File: config.mk
export PLATFORM = sky130hd
export DESIGN_NAME = bsef_top
export DESIGN_NICKNAME = d
export VERILOG_FILES = /design/src/bsef_pkg.sv /design/src/bsef_top.sv /design/src/bsef_sync.sv /design/src/bsef_sticky.sv
export VERILOG_INCLUDE_DIRS = /design/src /design/src/src
export SDC_FILE = /design/constraint.sdc
export NUM_CORES = 1
export LEC_CHECK = 0
export ABC_AREA = 0
export BUFFER_PORTS_ARGS = -buffer_cell sky130_fd_sc_hd__buf_4
export CORE_UTILIZATION = 39
export CTS_CLUSTER_DIAMETER = 50
export CTS_CLUSTER_SIZE = 30
export DETAILED_ROUTE_END_ITERATION = 10
export PLACE_DENSITY = 0.71
export REMOVE_ABC_BUFFERS = 1
export SLEW_MARGIN = 40
export SYNTH_ARGS = -nofsm -noshare
export SYNTH_HDL_FRONTEND = slang
export SYNTH_SLANG_ARGS = --single-unit
File: constraint.sdc
create_clock -name pclk -period 1.5 [get_ports pclk]
set_clock_uncertainty 0.05 [all_clocks]
set_input_delay 0 -clock pclk [delete_from_list [all_inputs] [get_ports pclk]]
set_output_delay 0 -clock pclk [all_outputs]
set_load 0.02 [all_outputs]
File: src/bsef_consts.svh
// Purpose: offsets, field positions, reset values and writable masks of the bridge status and error flag bank
// Assumes: included by bare name from src/ files
// Notes:   offsets are word indices; the byte address on the bus is four times the index
`ifndef BSEF_CONSTS_SVH
`define BSEF_CONSTS_SVH

// bus geometry
`define BSEF_ADDR_W         12
`define BSEF_DATA_W         32
`define BSEF_REG_W          16

// register word indices (byte address = index * 4)
`define BSEF_IDX_STATUS     10'h0c6
`define BSEF_IDX_ERROR      10'h0c7
`define BSEF_IDX_STAT_MASK  10'h0d0
`define BSEF_IDX_ERR_MASK   10'h0d1
`define BSEF_IDX_CTRL       10'h0d2

// interrupt status field positions
`define BSEF_ST_CMD_EMPTY   15
`define BSEF_ST_CMD_ROOM    14
`define BSEF_ST_CLK_STOP    11
`define BSEF_ST_DATA_STOP   10
`define BSEF_ST_PLL_LOCK    7
`define BSEF_ST_LP_LIVE     6
`define BSEF_ST_HS_LIVE     5
`define BSEF_ST_ACK_TRIG    4
`define BSEF_ST_ACK_RESP    3
`define BSEF_ST_TURN        2
`define BSEF_ST_PKT_READY   1
`define BSEF_ST_RD_AVAIL    0

// error status field positions
`define BSEF_ER_CRC         10
`define BSEF_ER_ECC_MULTI   9
`define BSEF_ER_ECC_SINGLE  8
`define BSEF_ER_CMD_OVF     7
`define BSEF_ER_CONTENTION  2
`define BSEF_ER_VC_MISMATCH 0

// control field positions
`define BSEF_CTRL_ECD       0

// reset values and writable masks
`define BSEF_MASK_RESET     16'h0000
`define BSEF_CTRL_RESET     16'h0000
`define BSEF_ERR_RESET      6'h00
`define BSEF_ST_STK_RESET   3'h0
`define BSEF_ERR_STK_MASK   16'h0785
`define BSEF_CTRL_WR_MASK   16'h0001

// command buffer depth in packets
`define BSEF_CMD_DEPTH      16

`endif

File: src/bsef_pkg.sv
// Purpose: types shared by the bridge status and error flag bank
// Assumes: nothing beyond the constants header
// Notes:   one packed struct per group of signals that travel together
package bsef_pkg;

  // events reported by the link receiver, valid at a rising link clock edge
  typedef struct packed {
    logic crc_err;        // crc failure in a received packet
    logic ecc_multi_err;  // uncorrectable header ecc
    logic ecc_single_err; // corrected header ecc
    logic ack_trig;       // acknowledge trigger message received
    logic ack_err_rpt;    // acknowledge with error report received
    logic turnaround;     // slave handed lane ownership back
    logic contention;     // data lane contention detected
    logic vc_mismatch;    // virtual channel id differs from the one sent
  } bsef_link_evt_t;

  // link lane levels
  typedef struct packed {
    logic clk_lane_stop_state;  // clock lane in lp-11
    logic data_lane_stop_state; // data lane in lp-11
  } bsef_lane_t;

  // status from logic on pclk
  typedef struct packed {
    logic lp_rx_timer_expired;  // low power receive timer ran out
    logic hs_tx_timer_expired;  // high speed transmit timer ran out
    logic packet_accept_ready;  // bridge takes more packet data
    logic read_data_available;  // received data waiting for the host
    logic cmd_buf_overflow;     // one-cycle pulse, buffer overrun
  } bsef_local_t;

endpackage : bsef_pkg

File: src/bsef_top.sv
// Purpose: status and error flag registers of a serial display link master bridge, apb slave
// Assumes: link events are levels sampled at rising link clock edges; link clock far slower than pclk
// Notes:   word registers on a 32-bit apb; upper half of every word reads zero
//
// Functional notes
// - status bit 15: command buffer empty
// - status bit 14: command buffer not full
// - status bit 11: clock lane in stop state
// - status bit 10: data lane in stop state
// - status bit 7: pll locked
// - status bit 6: low power timer not expired
// - status bit 5: high speed timer not expired
// - status bit 4: acknowledge trigger received
// - status bit 3: any acknowledge response received
// - status bit 2: slave returned lane ownership
// - status bit 1: ready for more packet data
// - status bit 0: read data available
// - error register sixteen bits, resets to zero
// - crc and ecc error flags, write-one clear
// - error bit 2: lane contention occurred
// - error bit 0: virtual channel mismatch
`include "bsef_consts.svh"
`timescale 1ns/1ps
`default_nettype none
module bsef_top #(
  parameter int unsigned CMD_DEPTH = `BSEF_CMD_DEPTH,  // command buffer capacity in packets
  parameter int unsigned LVL_W     = 5                 // width of the occupancy count
) (
  input  wire logic                       pclk,
  input  wire logic                       presetn,
  // apb slave
  input  wire logic                       psel,
  input  wire logic                       penable,
  input  wire logic                       pwrite,
  input  wire logic [`BSEF_ADDR_W-1:0]    paddr,
  input  wire logic [`BSEF_DATA_W-1:0]    pwdata,
  output logic      [`BSEF_DATA_W-1:0]    prdata,
  output logic                            pready,
  output logic                            pslverr,
  // link side, asynchronous to pclk
  input  wire logic                       link_clk,
  input  wire bsef_pkg::bsef_link_evt_t   link_evt,
  input  wire bsef_pkg::bsef_lane_t       lane_state,
  input  wire logic                       pll_lock_raw,
  // logic on pclk
  input  wire logic [LVL_W-1:0]           cmd_buf_level,
  input  wire bsef_pkg::bsef_local_t      local_stat,
  // outputs
  output logic                            error_check_disable,
  output logic                            irq
);

  // ---------------------------------------------------------------
  // crossing from the link and pll domains
  // ---------------------------------------------------------------
  localparam int unsigned SYNC_W = 12;         // clock, 8 events, 2 lanes, pll lock
  localparam logic [SYNC_W-1:0] SYNC_INIT = 12'h006; // lanes idle in stop state

  logic [SYNC_W-1:0] sync_in;                  // raw bundle
  logic [SYNC_W-1:0] sync_out;                 // filtered bundle
  logic              link_clk_s;               // filtered link clock
  bsef_pkg::bsef_link_evt_t evt_s;             // filtered event levels
  bsef_pkg::bsef_lane_t     lane_s;            // filtered lane levels
  logic              pll_lock_s;               // filtered lock
  logic              link_clk_prev_q;          // link clock one pclk ago
  logic              link_rise;                // rising link clock edge seen

  // events and clock pass the same chain, so their relative timing is kept
  assign sync_in = {link_clk, link_evt, lane_state, pll_lock_raw};

  bsef_sync #(
    .WIDTH (SYNC_W),
    .INIT  (SYNC_INIT)
  ) u_sync (
    .pclk     (pclk),
    .presetn  (presetn),
    .async_in (sync_in),
    .sync_out (sync_out)
  );

  assign link_clk_s = sync_out[11];
  assign evt_s      = bsef_pkg::bsef_link_evt_t'(sync_out[10:3]);
  assign lane_s     = bsef_pkg::bsef_lane_t'(sync_out[2:1]);
  assign pll_lock_s = sync_out[0];

  // edge finder on the filtered link clock; a stopped link clock simply gives no edges
  always_ff @(posedge pclk or negedge presetn) begin
    if (!presetn) begin
      link_clk_prev_q <= 1'b0;
    end else begin
      link_clk_prev_q <= link_clk_s;
    end
  end

  assign link_rise = link_clk_s & ~link_clk_prev_q;

  // ---------------------------------------------------------------
  // apb decode
  // ---------------------------------------------------------------
  logic       setup;          // first cycle of a transfer
  logic       done;           // completing access cycle
  logic       wr_done;        // completing write
  logic [9:0] idx;            // word index of the access
  logic       hit_status;     // interrupt status register
  logic       hit_error;      // error status register
  logic       hit_st_mask;    // status interrupt mask
  logic       hit_er_mask;    // error interrupt mask
  logic       hit_ctrl;       // control register
  logic       hit_any;        // some register decoded
  logic [15:0] wdata;         // low half of write data

  assign setup   = psel & ~penable;
  assign done    = psel & penable & pready;
  assign wr_done = done & pwrite & ~pslverr;
  assign idx     = paddr[`BSEF_ADDR_W-1:2];
  assign wdata   = pwdata[15:0];

  // address decode
  always_comb begin
    hit_status  = 1'b0;
    hit_error   = 1'b0;
    hit_st_mask = 1'b0;
    hit_er_mask = 1'b0;
    hit_ctrl    = 1'b0;
    if (paddr[1:0] != 2'b00) begin
      // misaligned access maps to nothing
    end else if (idx == `BSEF_IDX_STATUS) begin
      hit_status = 1'b1;
    end else if (idx == `BSEF_IDX_ERROR) begin
      hit_error = 1'b1;
    end else if (idx == `BSEF_IDX_STAT_MASK) begin
      hit_st_mask = 1'b1;
    end else if (idx == `BSEF_IDX_ERR_MASK) begin
      hit_er_mask = 1'b1;
    end else if (idx == `BSEF_IDX_CTRL) begin
      hit_ctrl = 1'b1;
    end
  end

  assign hit_any = hit_status | hit_error | hit_st_mask | hit_er_mask | hit_ctrl;

  // ---------------------------------------------------------------
  // control and mask registers
  // ---------------------------------------------------------------
  logic [15:0] st_mask_q;   // interrupt enables, status layout
  logic [15:0] er_mask_q;   // interrupt enables, error layout
  logic [15:0] ctrl_q;      // control word

  // software writes, taken only at the completing edge
  always_ff @(posedge pclk or negedge presetn) begin
    if (!presetn) begin
      st_mask_q <= `BSEF_MASK_RESET;
      er_mask_q <= `BSEF_MASK_RESET;
      ctrl_q    <= `BSEF_CTRL_RESET;
    end else begin
      if (wr_done && hit_st_mask) begin
        st_mask_q <= wdata;
      end
      if (wr_done && hit_er_mask) begin
        er_mask_q <= wdata & `BSEF_ERR_STK_MASK;
      end
      if (wr_done && hit_ctrl) begin
        ctrl_q <= wdata & `BSEF_CTRL_WR_MASK;
      end
    end
  end

  // disable bit also drives the receive checkers directly
  always_ff @(posedge pclk or negedge presetn) begin
    if (!presetn) begin
      error_check_disable <= 1'b0;
    end else begin
      error_check_disable <= (wr_done && hit_ctrl) ? wdata[`BSEF_CTRL_ECD] : ctrl_q[`BSEF_CTRL_ECD];
    end
  end

  // ---------------------------------------------------------------
  // sticky flags
  // ---------------------------------------------------------------
  logic        ecd;         // checking disabled
  logic [2:0]  st_set;      // acknowledge trigger, any acknowledge, turnaround
  logic [2:0]  st_clr;      // write-one clear for those
  logic [2:0]  st_flag;     // stored status flags
  logic [5:0]  er_set;      // crc, ecc2, ecc1, overflow, contention, vc mismatch
  logic [5:0]  er_clr;      // write-one clear for those
  logic [5:0]  er_flag;     // stored error flags

  assign ecd = ctrl_q[`BSEF_CTRL_ECD];

  // events from the link count once, at the rising link clock edge
  assign st_set[2] = link_rise & evt_s.ack_trig;
  assign st_set[1] = link_rise & (evt_s.ack_trig | evt_s.ack_err_rpt);
  assign st_set[0] = link_rise & evt_s.turnaround;

  assign st_clr = {wdata[`BSEF_ST_ACK_TRIG], wdata[`BSEF_ST_ACK_RESP], wdata[`BSEF_ST_TURN]}
                  & {3{wr_done & hit_status}};

  bsef_sticky #(
    .WIDTH (3),
    .INIT  (`BSEF_ST_STK_RESET)
  ) u_st_flags (
    .pclk    (pclk),
    .presetn (presetn),
    .set_in  (st_set),
    .clr_in  (st_clr),
    .flag_q  (st_flag)
  );

  // crc and ecc checks only count while checking is enabled
  assign er_set[5] = link_rise & evt_s.crc_err & ~ecd;
  assign er_set[4] = link_rise & evt_s.ecc_multi_err & ~ecd;
  assign er_set[3] = link_rise & evt_s.ecc_single_err & ~ecd;
  assign er_set[2] = local_stat.cmd_buf_overflow;
  assign er_set[1] = link_rise & evt_s.contention;
  assign er_set[0] = link_rise & evt_s.vc_mismatch;

  assign er_clr = {wdata[`BSEF_ER_CRC], wdata[`BSEF_ER_ECC_MULTI], wdata[`BSEF_ER_ECC_SINGLE],
                   wdata[`BSEF_ER_CMD_OVF], wdata[`BSEF_ER_CONTENTION], wdata[`BSEF_ER_VC_MISMATCH]}
                  & {6{wr_done & hit_error}};

  // all error flags start at zero
  bsef_sticky #(
    .WIDTH (6),
    .INIT  (`BSEF_ERR_RESET)
  ) u_er_flags (
    .pclk    (pclk),
    .presetn (presetn),
    .set_in  (er_set),
    .clr_in  (er_clr),
    .flag_q  (er_flag)
  );

  // ---------------------------------------------------------------
  // read words
  // ---------------------------------------------------------------
  logic [15:0] status_word;  // interrupt status as read
  logic [15:0] error_word;   // error status as read
  logic [15:0] rd_word;      // selected register

  // compose status; unlisted bits stay zero
  always_comb begin
    status_word = 16'h0000;
    status_word[`BSEF_ST_CMD_EMPTY] = (cmd_buf_level == '0);
    status_word[`BSEF_ST_CMD_ROOM]  = (32'(cmd_buf_level) < CMD_DEPTH);
    status_word[`BSEF_ST_CLK_STOP]  = lane_s.clk_lane_stop_state;
    status_word[`BSEF_ST_DATA_STOP] = lane_s.data_lane_stop_state;
    status_word[`BSEF_ST_PLL_LOCK]  = pll_lock_s;
    status_word[`BSEF_ST_LP_LIVE]   = ~local_stat.lp_rx_timer_expired;
    status_word[`BSEF_ST_HS_LIVE]   = ~local_stat.hs_tx_timer_expired;
    status_word[`BSEF_ST_ACK_TRIG]  = st_flag[2];
    status_word[`BSEF_ST_ACK_RESP]  = st_flag[1];
    status_word[`BSEF_ST_TURN]      = st_flag[0];
    status_word[`BSEF_ST_PKT_READY] = local_stat.packet_accept_ready;
    status_word[`BSEF_ST_RD_AVAIL]  = local_stat.read_data_available;
  end

  // compose error status; reserved positions read zero
  always_comb begin
    error_word = 16'h0000;
    error_word[`BSEF_ER_CRC]         = er_flag[5];
    error_word[`BSEF_ER_ECC_MULTI]   = er_flag[4];
    error_word[`BSEF_ER_ECC_SINGLE]  = er_flag[3];
    error_word[`BSEF_ER_CMD_OVF]     = er_flag[2];
    error_word[`BSEF_ER_CONTENTION]  = er_flag[1];
    error_word[`BSEF_ER_VC_MISMATCH] = er_flag[0];
  end

  // read mux
  always_comb begin
    rd_word = 16'h0000;
    if (hit_status) begin
      rd_word = status_word;
    end else if (hit_error) begin
      rd_word = error_word;
    end else if (hit_st_mask) begin
      rd_word = st_mask_q;
    end else if (hit_er_mask) begin
      rd_word = er_mask_q;
    end else if (hit_ctrl) begin
      rd_word = ctrl_q;
    end
  end

  // ---------------------------------------------------------------
  // apb answer: one wait-free access cycle after setup
  // ---------------------------------------------------------------
  // the slave always answers in the first access cycle; slow hosts before lock are their own concern
  always_ff @(posedge pclk or negedge presetn) begin
    if (!presetn) begin
      pready  <= 1'b0;
      pslverr <= 1'b0;
      prdata  <= '0;
    end else if (setup) begin
      pready  <= 1'b1;
      pslverr <= ~hit_any;
      prdata  <= pwrite ? '0 : {16'h0000, rd_word};
    end else begin
      pready  <= 1'b0;
      pslverr <= 1'b0;
    end
  end

  // ---------------------------------------------------------------
  // interrupt: level, high while any enabled flag is set
  // ---------------------------------------------------------------
  // live status bits may be enabled too, which lets software wait on buffer space or lock
  always_ff @(posedge pclk or negedge presetn) begin
    if (!presetn) begin
      irq <= 1'b0;
    end else begin
      irq <= (|(status_word & st_mask_q)) | (|(error_word & er_mask_q));
    end
  end

endmodule : bsef_top
`default_nettype wire

File: src/bsef_sync.sv
// Purpose: three flip-flop synchroniser with agreement filter for signals from outside pclk
// Assumes: inputs may change at any time relative to pclk
// Notes:   a change is accepted only once the second and third stages agree
`timescale 1ns/1ps
`default_nettype none
module bsef_sync #(
  parameter int unsigned WIDTH = 1,
  parameter logic [WIDTH-1:0] INIT = '0
) (
  input  wire logic             pclk,
  input  wire logic             presetn,
  input  wire logic [WIDTH-1:0] async_in,
  output logic      [WIDTH-1:0] sync_out
);

  logic [WIDTH-1:0] s1_q; // metastable stage, read only by s2_q
  logic [WIDTH-1:0] s2_q; // second stage
  logic [WIDTH-1:0] s3_q; // third stage

  // shift chain
  always_ff @(posedge pclk or negedge presetn) begin
    if (!presetn) begin
      s1_q <= INIT;
      s2_q <= INIT;
      s3_q <= INIT;
    end else begin
      s1_q <= async_in;
      s2_q <= s1_q;
      s3_q <= s2_q;
    end
  end

  // filtered output moves per bit only on agreement, so a single odd sample is ignored
  always_ff @(posedge pclk or negedge presetn) begin
    if (!presetn) begin
      sync_out <= INIT;
    end else begin
      sync_out <= (s2_q & s3_q) | (sync_out & (s2_q | s3_q));
    end
  end

endmodule : bsef_sync
`default_nettype wire

File: src/bsef_sticky.sv
// Purpose: bank of sticky flags, set by hardware events, cleared by writing one
// Assumes: set and clear are single pclk cycle strobes
// Notes:   a set in the same cycle as a clear wins, so no event is lost
`timescale 1ns/1ps
`default_nettype none
module bsef_sticky #(
  parameter int unsigned WIDTH = 1,
  parameter logic [WIDTH-1:0] INIT = '0
) (
  input  wire logic             pclk,
  input  wire logic             presetn,
  input  wire logic [WIDTH-1:0] set_in,
  input  wire logic [WIDTH-1:0] clr_in,
  output logic      [WIDTH-1:0] flag_q
);

  // set dominates clear
  always_ff @(posedge pclk or negedge presetn) begin
    if (!presetn) begin
      flag_q <= INIT;
    end else begin
      flag_q <= set_in | (flag_q & ~clr_in);
    end
  end

endmodule : bsef_sticky
`default_nettype wire

Yosys cells after proc, flatten, opt, wreduce, memory -nomap -nowiden
Cells that the tools add are included.

Add/subtract/negate cells: 0. Multiply operators: 0. Div/mod/pow operators: 0. Order comparisons: 1. Eq/ne operators: 5. Shift operators: 0. Mux-type cells: 29. Bitwise logic cells: 46. Reduce and logical (&&, ||, !) cells: 7.

Operator list (count): 16-bit 2-to-1 mux (4); 10-bit by 8-bit == test with 1-bit output, second input constant (5); 16-bit OR reduction (2); 12-bit AND (2); 1-bit 2-to-1 mux (24); 12-bit bitwise OR (2); 1-bit AND (19); 16-bit AND (1); 6-bit AND (2); 11-bit AND (1); 11-bit 2-to-1 mux (1); 1-bit inverter (7); 3-bit AND (2); 6-bit inverter (1); 1-bit bitwise OR (6); 6-bit bitwise OR (1); 5-bit zero test (1); 5-bit < comparator, second input constant (1); 1-bit logical AND (3); 3-bit inverter (1); 3-bit bitwise OR (1); 2-bit nonzero test (1).

Register bits after elaboration: 117. Bits in latches: 0. RAM bits: 0. ROM bits: 0. Bits of input ports: 71. Output and inout port bits: 36. Logic and storage cells: 103. Memories kept: 0.

Depth between registers and ports, before layout
Depth in word-level cells: 13. Mapped depth: 6.

Modules after synthesis
From an unflattened synthesis, not the netlist that was laid out.

Cells, all modules: 305. Area total of the unflattened synthesis: 4015.1 µm².

Modules (own cells, without submodules): bsef_top (times used 1, cells an instance 218, area each 2342.2 µm², seq. area each 1101.1 µm²); bsef_sync (times used 1, cells an instance 60, area each 1346.3 µm², seq. area each 1211.2 µm²); bsef_sticky (u_er_flags) (times used 1, cells an instance 18, area each 217.7 µm², seq. area each 150.1 µm²); bsef_sticky (u_st_flags) (times used 1, cells an instance 9, area each 108.9 µm², seq. area each 75.1 µm²).

Least setup slack after synthesis
No wires, ideal clock.

Path type: reg-to-reg. Start: reg pready. End: reg st_mask_q[10]. Library setup time: 0.125 ns. Data arrival time: 1.648 ns. Path slack: -0.323 ns. Stages on the path, launching flop included: 7. Buffers on the path: 2. Period minus slack after synthesis: 1.823 ns. Cells stage by stage: dfrtp_1 > nand4_1 > nor4_4 > and2_1 > buf_6 > buf_12 > mux2_4.

Longest elaborated chain between the ends: 4.

Ends and longest elaborated chain: start: declaration (RTL line bsef_top.sv:38) `output logic pready,`; start signal: assignment (RTL line bsef_top.sv:290) `pready <= 1'b0;`; start signal: assignment (RTL line bsef_top.sv:294) `pready <= 1'b1;`; start signal: assignment (RTL line bsef_top.sv:298) `pready <= 1'b0;`; 1-bit AND (RTL line bsef_top.sv:113) `assign done = psel & penable & pready;`; 1-bit AND (2 in series) (RTL line bsef_top.sv:114) `assign wr_done = done & pwrite & ~pslverr;`; 1-bit logical AND (RTL line bsef_top.sv:156) `if (wr_done && hit_st_mask) begin`; end signal: assignment (RTL line bsef_top.sv:152) `` st_mask_q <= `BSEF_MASK_RESET; ``; end signal: assignment (RTL line bsef_top.sv:157) `st_mask_q <= wdata;`; end: declaration (RTL line bsef_top.sv:145) `logic [15:0] st_mask_q;`.

No other way between the ends. A chain may end at the register's enable or synchronous reset.

Worst setup path in the final report
Start: reg pready. End: reg er_mask_q[9].

Longest elaborated chain between the ends: 4.

Ends and longest elaborated chain: 1-bit AND (RTL line bsef_top.sv:113); 1-bit AND (2 in series) (RTL line bsef_top.sv:114); 1-bit logical AND (RTL line bsef_top.sv:159) `if (wr_done && hit_er_mask) begin`; end signal: assignment (RTL line bsef_top.sv:153) `` er_mask_q <= `BSEF_MASK_RESET; ``; end signal: assignment (RTL line bsef_top.sv:160) `` er_mask_q <= wdata & `BSEF_ERR_STK_MASK; ``; end: declaration (RTL line bsef_top.sv:146) `logic [15:0] er_mask_q;`.

No other way between the ends.

==> flow_summary.ini <==
[cells_and_area]
diodes = 0
seqCellArea_um2 = 2537
multi_input_area_um2 = 1395
fillers = 838
areaGrowthSynthToFinish_pct = 38.06
fin_nets = 503
layout-drive-gt1-share = 0.3799

[logic_synthesis]
ys_top_cells_by_area = dfrtp_1 (58%), dfstp_2 (5.2%), mux2_2 (4.2%), mux2_4 (3.7%), maj3_1 (3.0%)
synth-async-reset-ratio = 1.000
syn-cell-area_um2 = 4020
synth.avg_cell_area_um2 = 13.86
synth_common_cells = dfrtp_1 (93), buf_4 (16), mux2_2 (15)
ys_types = 46
synth_seq_cells = 101
synthCells = 290
yosysWarningCount = 0
synthFlopType = dfrtp_1
synth_top_area_share = 0.5789
yosysMostFrequentCell = dfrtp_1
yosysSeqAreaShare = 0.6312
yosysTopAreaCell = dfrtp_1
synth_edf_count = 0

[power]
p_leak_uw = 0.002583
powerDensity_nw_per_um2 = 913.3
irDropWorstVdd_uv = 820.8
p_total_uw = 5069

[timing]
setup_tns_ns = -2.405
rsz0062_at_grt = true
period_needed_ns = 1.641
drv_slew = 0
timing.fmax_mhz = 609.4
fin_crit_sh = 1.094
fin_ws_ns = -0.1410
finalHoldViolCount = 0
final-setup-viol-count = 22

[worst_setup_path]
crit_required_ns = 1.70
cpMaxStageDelayCell = dfrtp_1
cp_slowest_stage_delay_ns = 0.37
critPathLaunch = pready
r2r_cells = 5
cp.arrival_ns = 1.84
reg2reg_to = er_mask_q[9]
critPathCaptureType = flip-flop
cp_max_fo = 3
critPathLaunchType = flip-flop
reg2reg_slack_ns = -0.14
crit_chain = nand4_1 -> nor2_1 -> and3_1 -> buf_4 -> mux2_2
r2r_start = pready
criticalPathCategory = reg -> reg

[drt]
drc = 0
antenna_left = 0
vias_per_cell = 5.018
wl_per_cell_um = 16.44
dr_total_vias = 2860
wl_um = 9368
drtIter0Drc = 133
first_pass_iters = 4

[grt]
grt_pass1_vias = 3118
grt_max_degree = 56
antenna_found_initial = 0
grt.overflow.total = 0
grt_pass1_wl_um = 15510
grtUsageTotal = 0.1849

[min_path]
hp-start = local_stat[3]
whs_path_depth = 3
hold_end = prdata[5]
min_path_type = in -> reg

[die]
die-area_um2 = 10720
fp.dieW_um = 103.5
ios = 107
start_util = 0.4075
die_h_um = 103.5
design.core.area_um2 = 9864
fp-row-count = 36

[placed_design]
io_buffer_count = 74
gp_congestion = 0.8640
dp_hpwl_um = 6449

[cts]
insertion_delay_ns = 0.37
clk_pin_slew_worst_paths_ns = 0.10
clkSinkCount = 101
cts_tree = built
cts_buffer_depth = 2
h-tree-depth = 3
clockRootBuffer = clkbuf_8
cts_buffers = 9

[outcome]
violations = negative setup slack
status = finished, violations left

[job]
max-cap-violations = 0
[cell type report]
type / instances / area share
inverters: 3 / 0.002029
repair buffers: 143 / 0.2220
clock buffers: 9 / 0.02232
flip-flops and latches: 101 / 0.4572
clock inverters: 7 / 0.01510
multi-input cells: 174 / 0.2514
well taps: 133 / 0.02998
[worst max-delay path: cells and delay by family, from the launching register on]
family | cells | cell delay (ns)
buffers and inverters | 1 | 0.14
DFF | 1 | 0.37
muxes | 1 | 0.33
and+or+nand+nor | 3 | 0.64
[registers in the layout, summed over array words and instances (netlist names), 3 cells and up]
signal,count
er_mask_q,6
prdata,16
st_mask_q,16
u_er_flags.flag_q,6
u_st_flags.flag_q,3
u_sync.s1_q,12
u_sync.s2_q,12
u_sync.s3_q,12
u_sync.sync_out,12
[where the power goes]
part,internal [µW],switching [µW],leakage [µW]
Clock,794,967,0.000102
Combinational,226,210,0.00124
Sequential,2820,50.5,0.00124
[metrics by stage]
stage / hold slack (ns) / setup WS, ns / std cells / cell area, µm² / util
floorplan: -0.3456 / -0.6256 / 278 / 3886 / -
global placement: -0.2444 / -0.2399 / 516 / 4891 / 0.4958
detailed placement: -0.2453 / -0.2942 / 516 / 4891 / 0.4958
CTS: 0.004849 / -0.1316 / 568 / 5473 / 0.5548
global route: 0.009736 / -0.2445 / 570 / 5550 / 0.5627
finish: 0.01981 / -0.1410 / 570 / 5550 / 0.5627
[cell usage in the layout (no fill, tap or decap), types with 2 or more instances in the layout]
cell	instances
a21o_1	2
a21oi_1	2
a221o_1	8
a22o_1	10
a22oi_1	5
a31oi_1	3
a32oi_1	2
and2_1	7
and3_1	5
buf_12	4
buf_4	102
clkbuf_8	9
clkinv_4	4
conb_1	16
dfrtp_1	93
dfstp_2	8
dlygate4sd3_1	35
inv_1	3
maj3_1	12
mux2_2	8
mux2_4	17
mux2i_1	4
nand2_1	9
nand2b_1	7
nand3_1	3
nand3_2	2
nand4_1	8
nor2_1	6
nor2b_1	3
nor3_1	6
nor4_1	6
o21ai_0	3
o31ai_1	4
or4_4	2
[per-layer routing]
metal | up-vias | GRT usage | wire, µm
li1 | 1326 | - | -
met1 | 1423 | 0.2271 | 3982
met2 | 102 | 0.3126 | 4744
met3 | 9 | 0.05286 | 506
met4 | 0 | 0.06211 | 134
met5 | - | 0 | 0
[worst max-delay path by stage]
stage | slack, ns | endpoint
floorplan | -0.63 | st_mask_q[0]
global placement | -0.24 | st_mask_q[3]
detailed placement | -0.29 | st_mask_q[1]
CTS | -0.13 | st_mask_q[0]
global route | -0.24 | er_mask_q[9]
finish | -0.14 | er_mask_q[9]
[what timing repair did]
item                       CTS  global route
cloned                       0             1
pin swaps                    3             2
buffers inserted             1             1
setup endpoints to repair   25            31
hold endpoints to repair   155             0
resized for setup            4            10
hold buffers                35             0
[cell families (layout without fill, tap and decap cells)]
family,after synthesis,after routing,synth area share
AO/OA/AOI/OAI,45,45,0.09057
adder cells (fa/ha/maj),12,12,0.02988
buffers and inverters,30,162,0.05011
flip-flops,101,101,0.6312
multiplexers,29,29,0.08932
other,1,16,0.0009328
AND/OR/NAND/NOR,72,72,0.1080
Note: power is estimated with default switching activity, not from simulation.
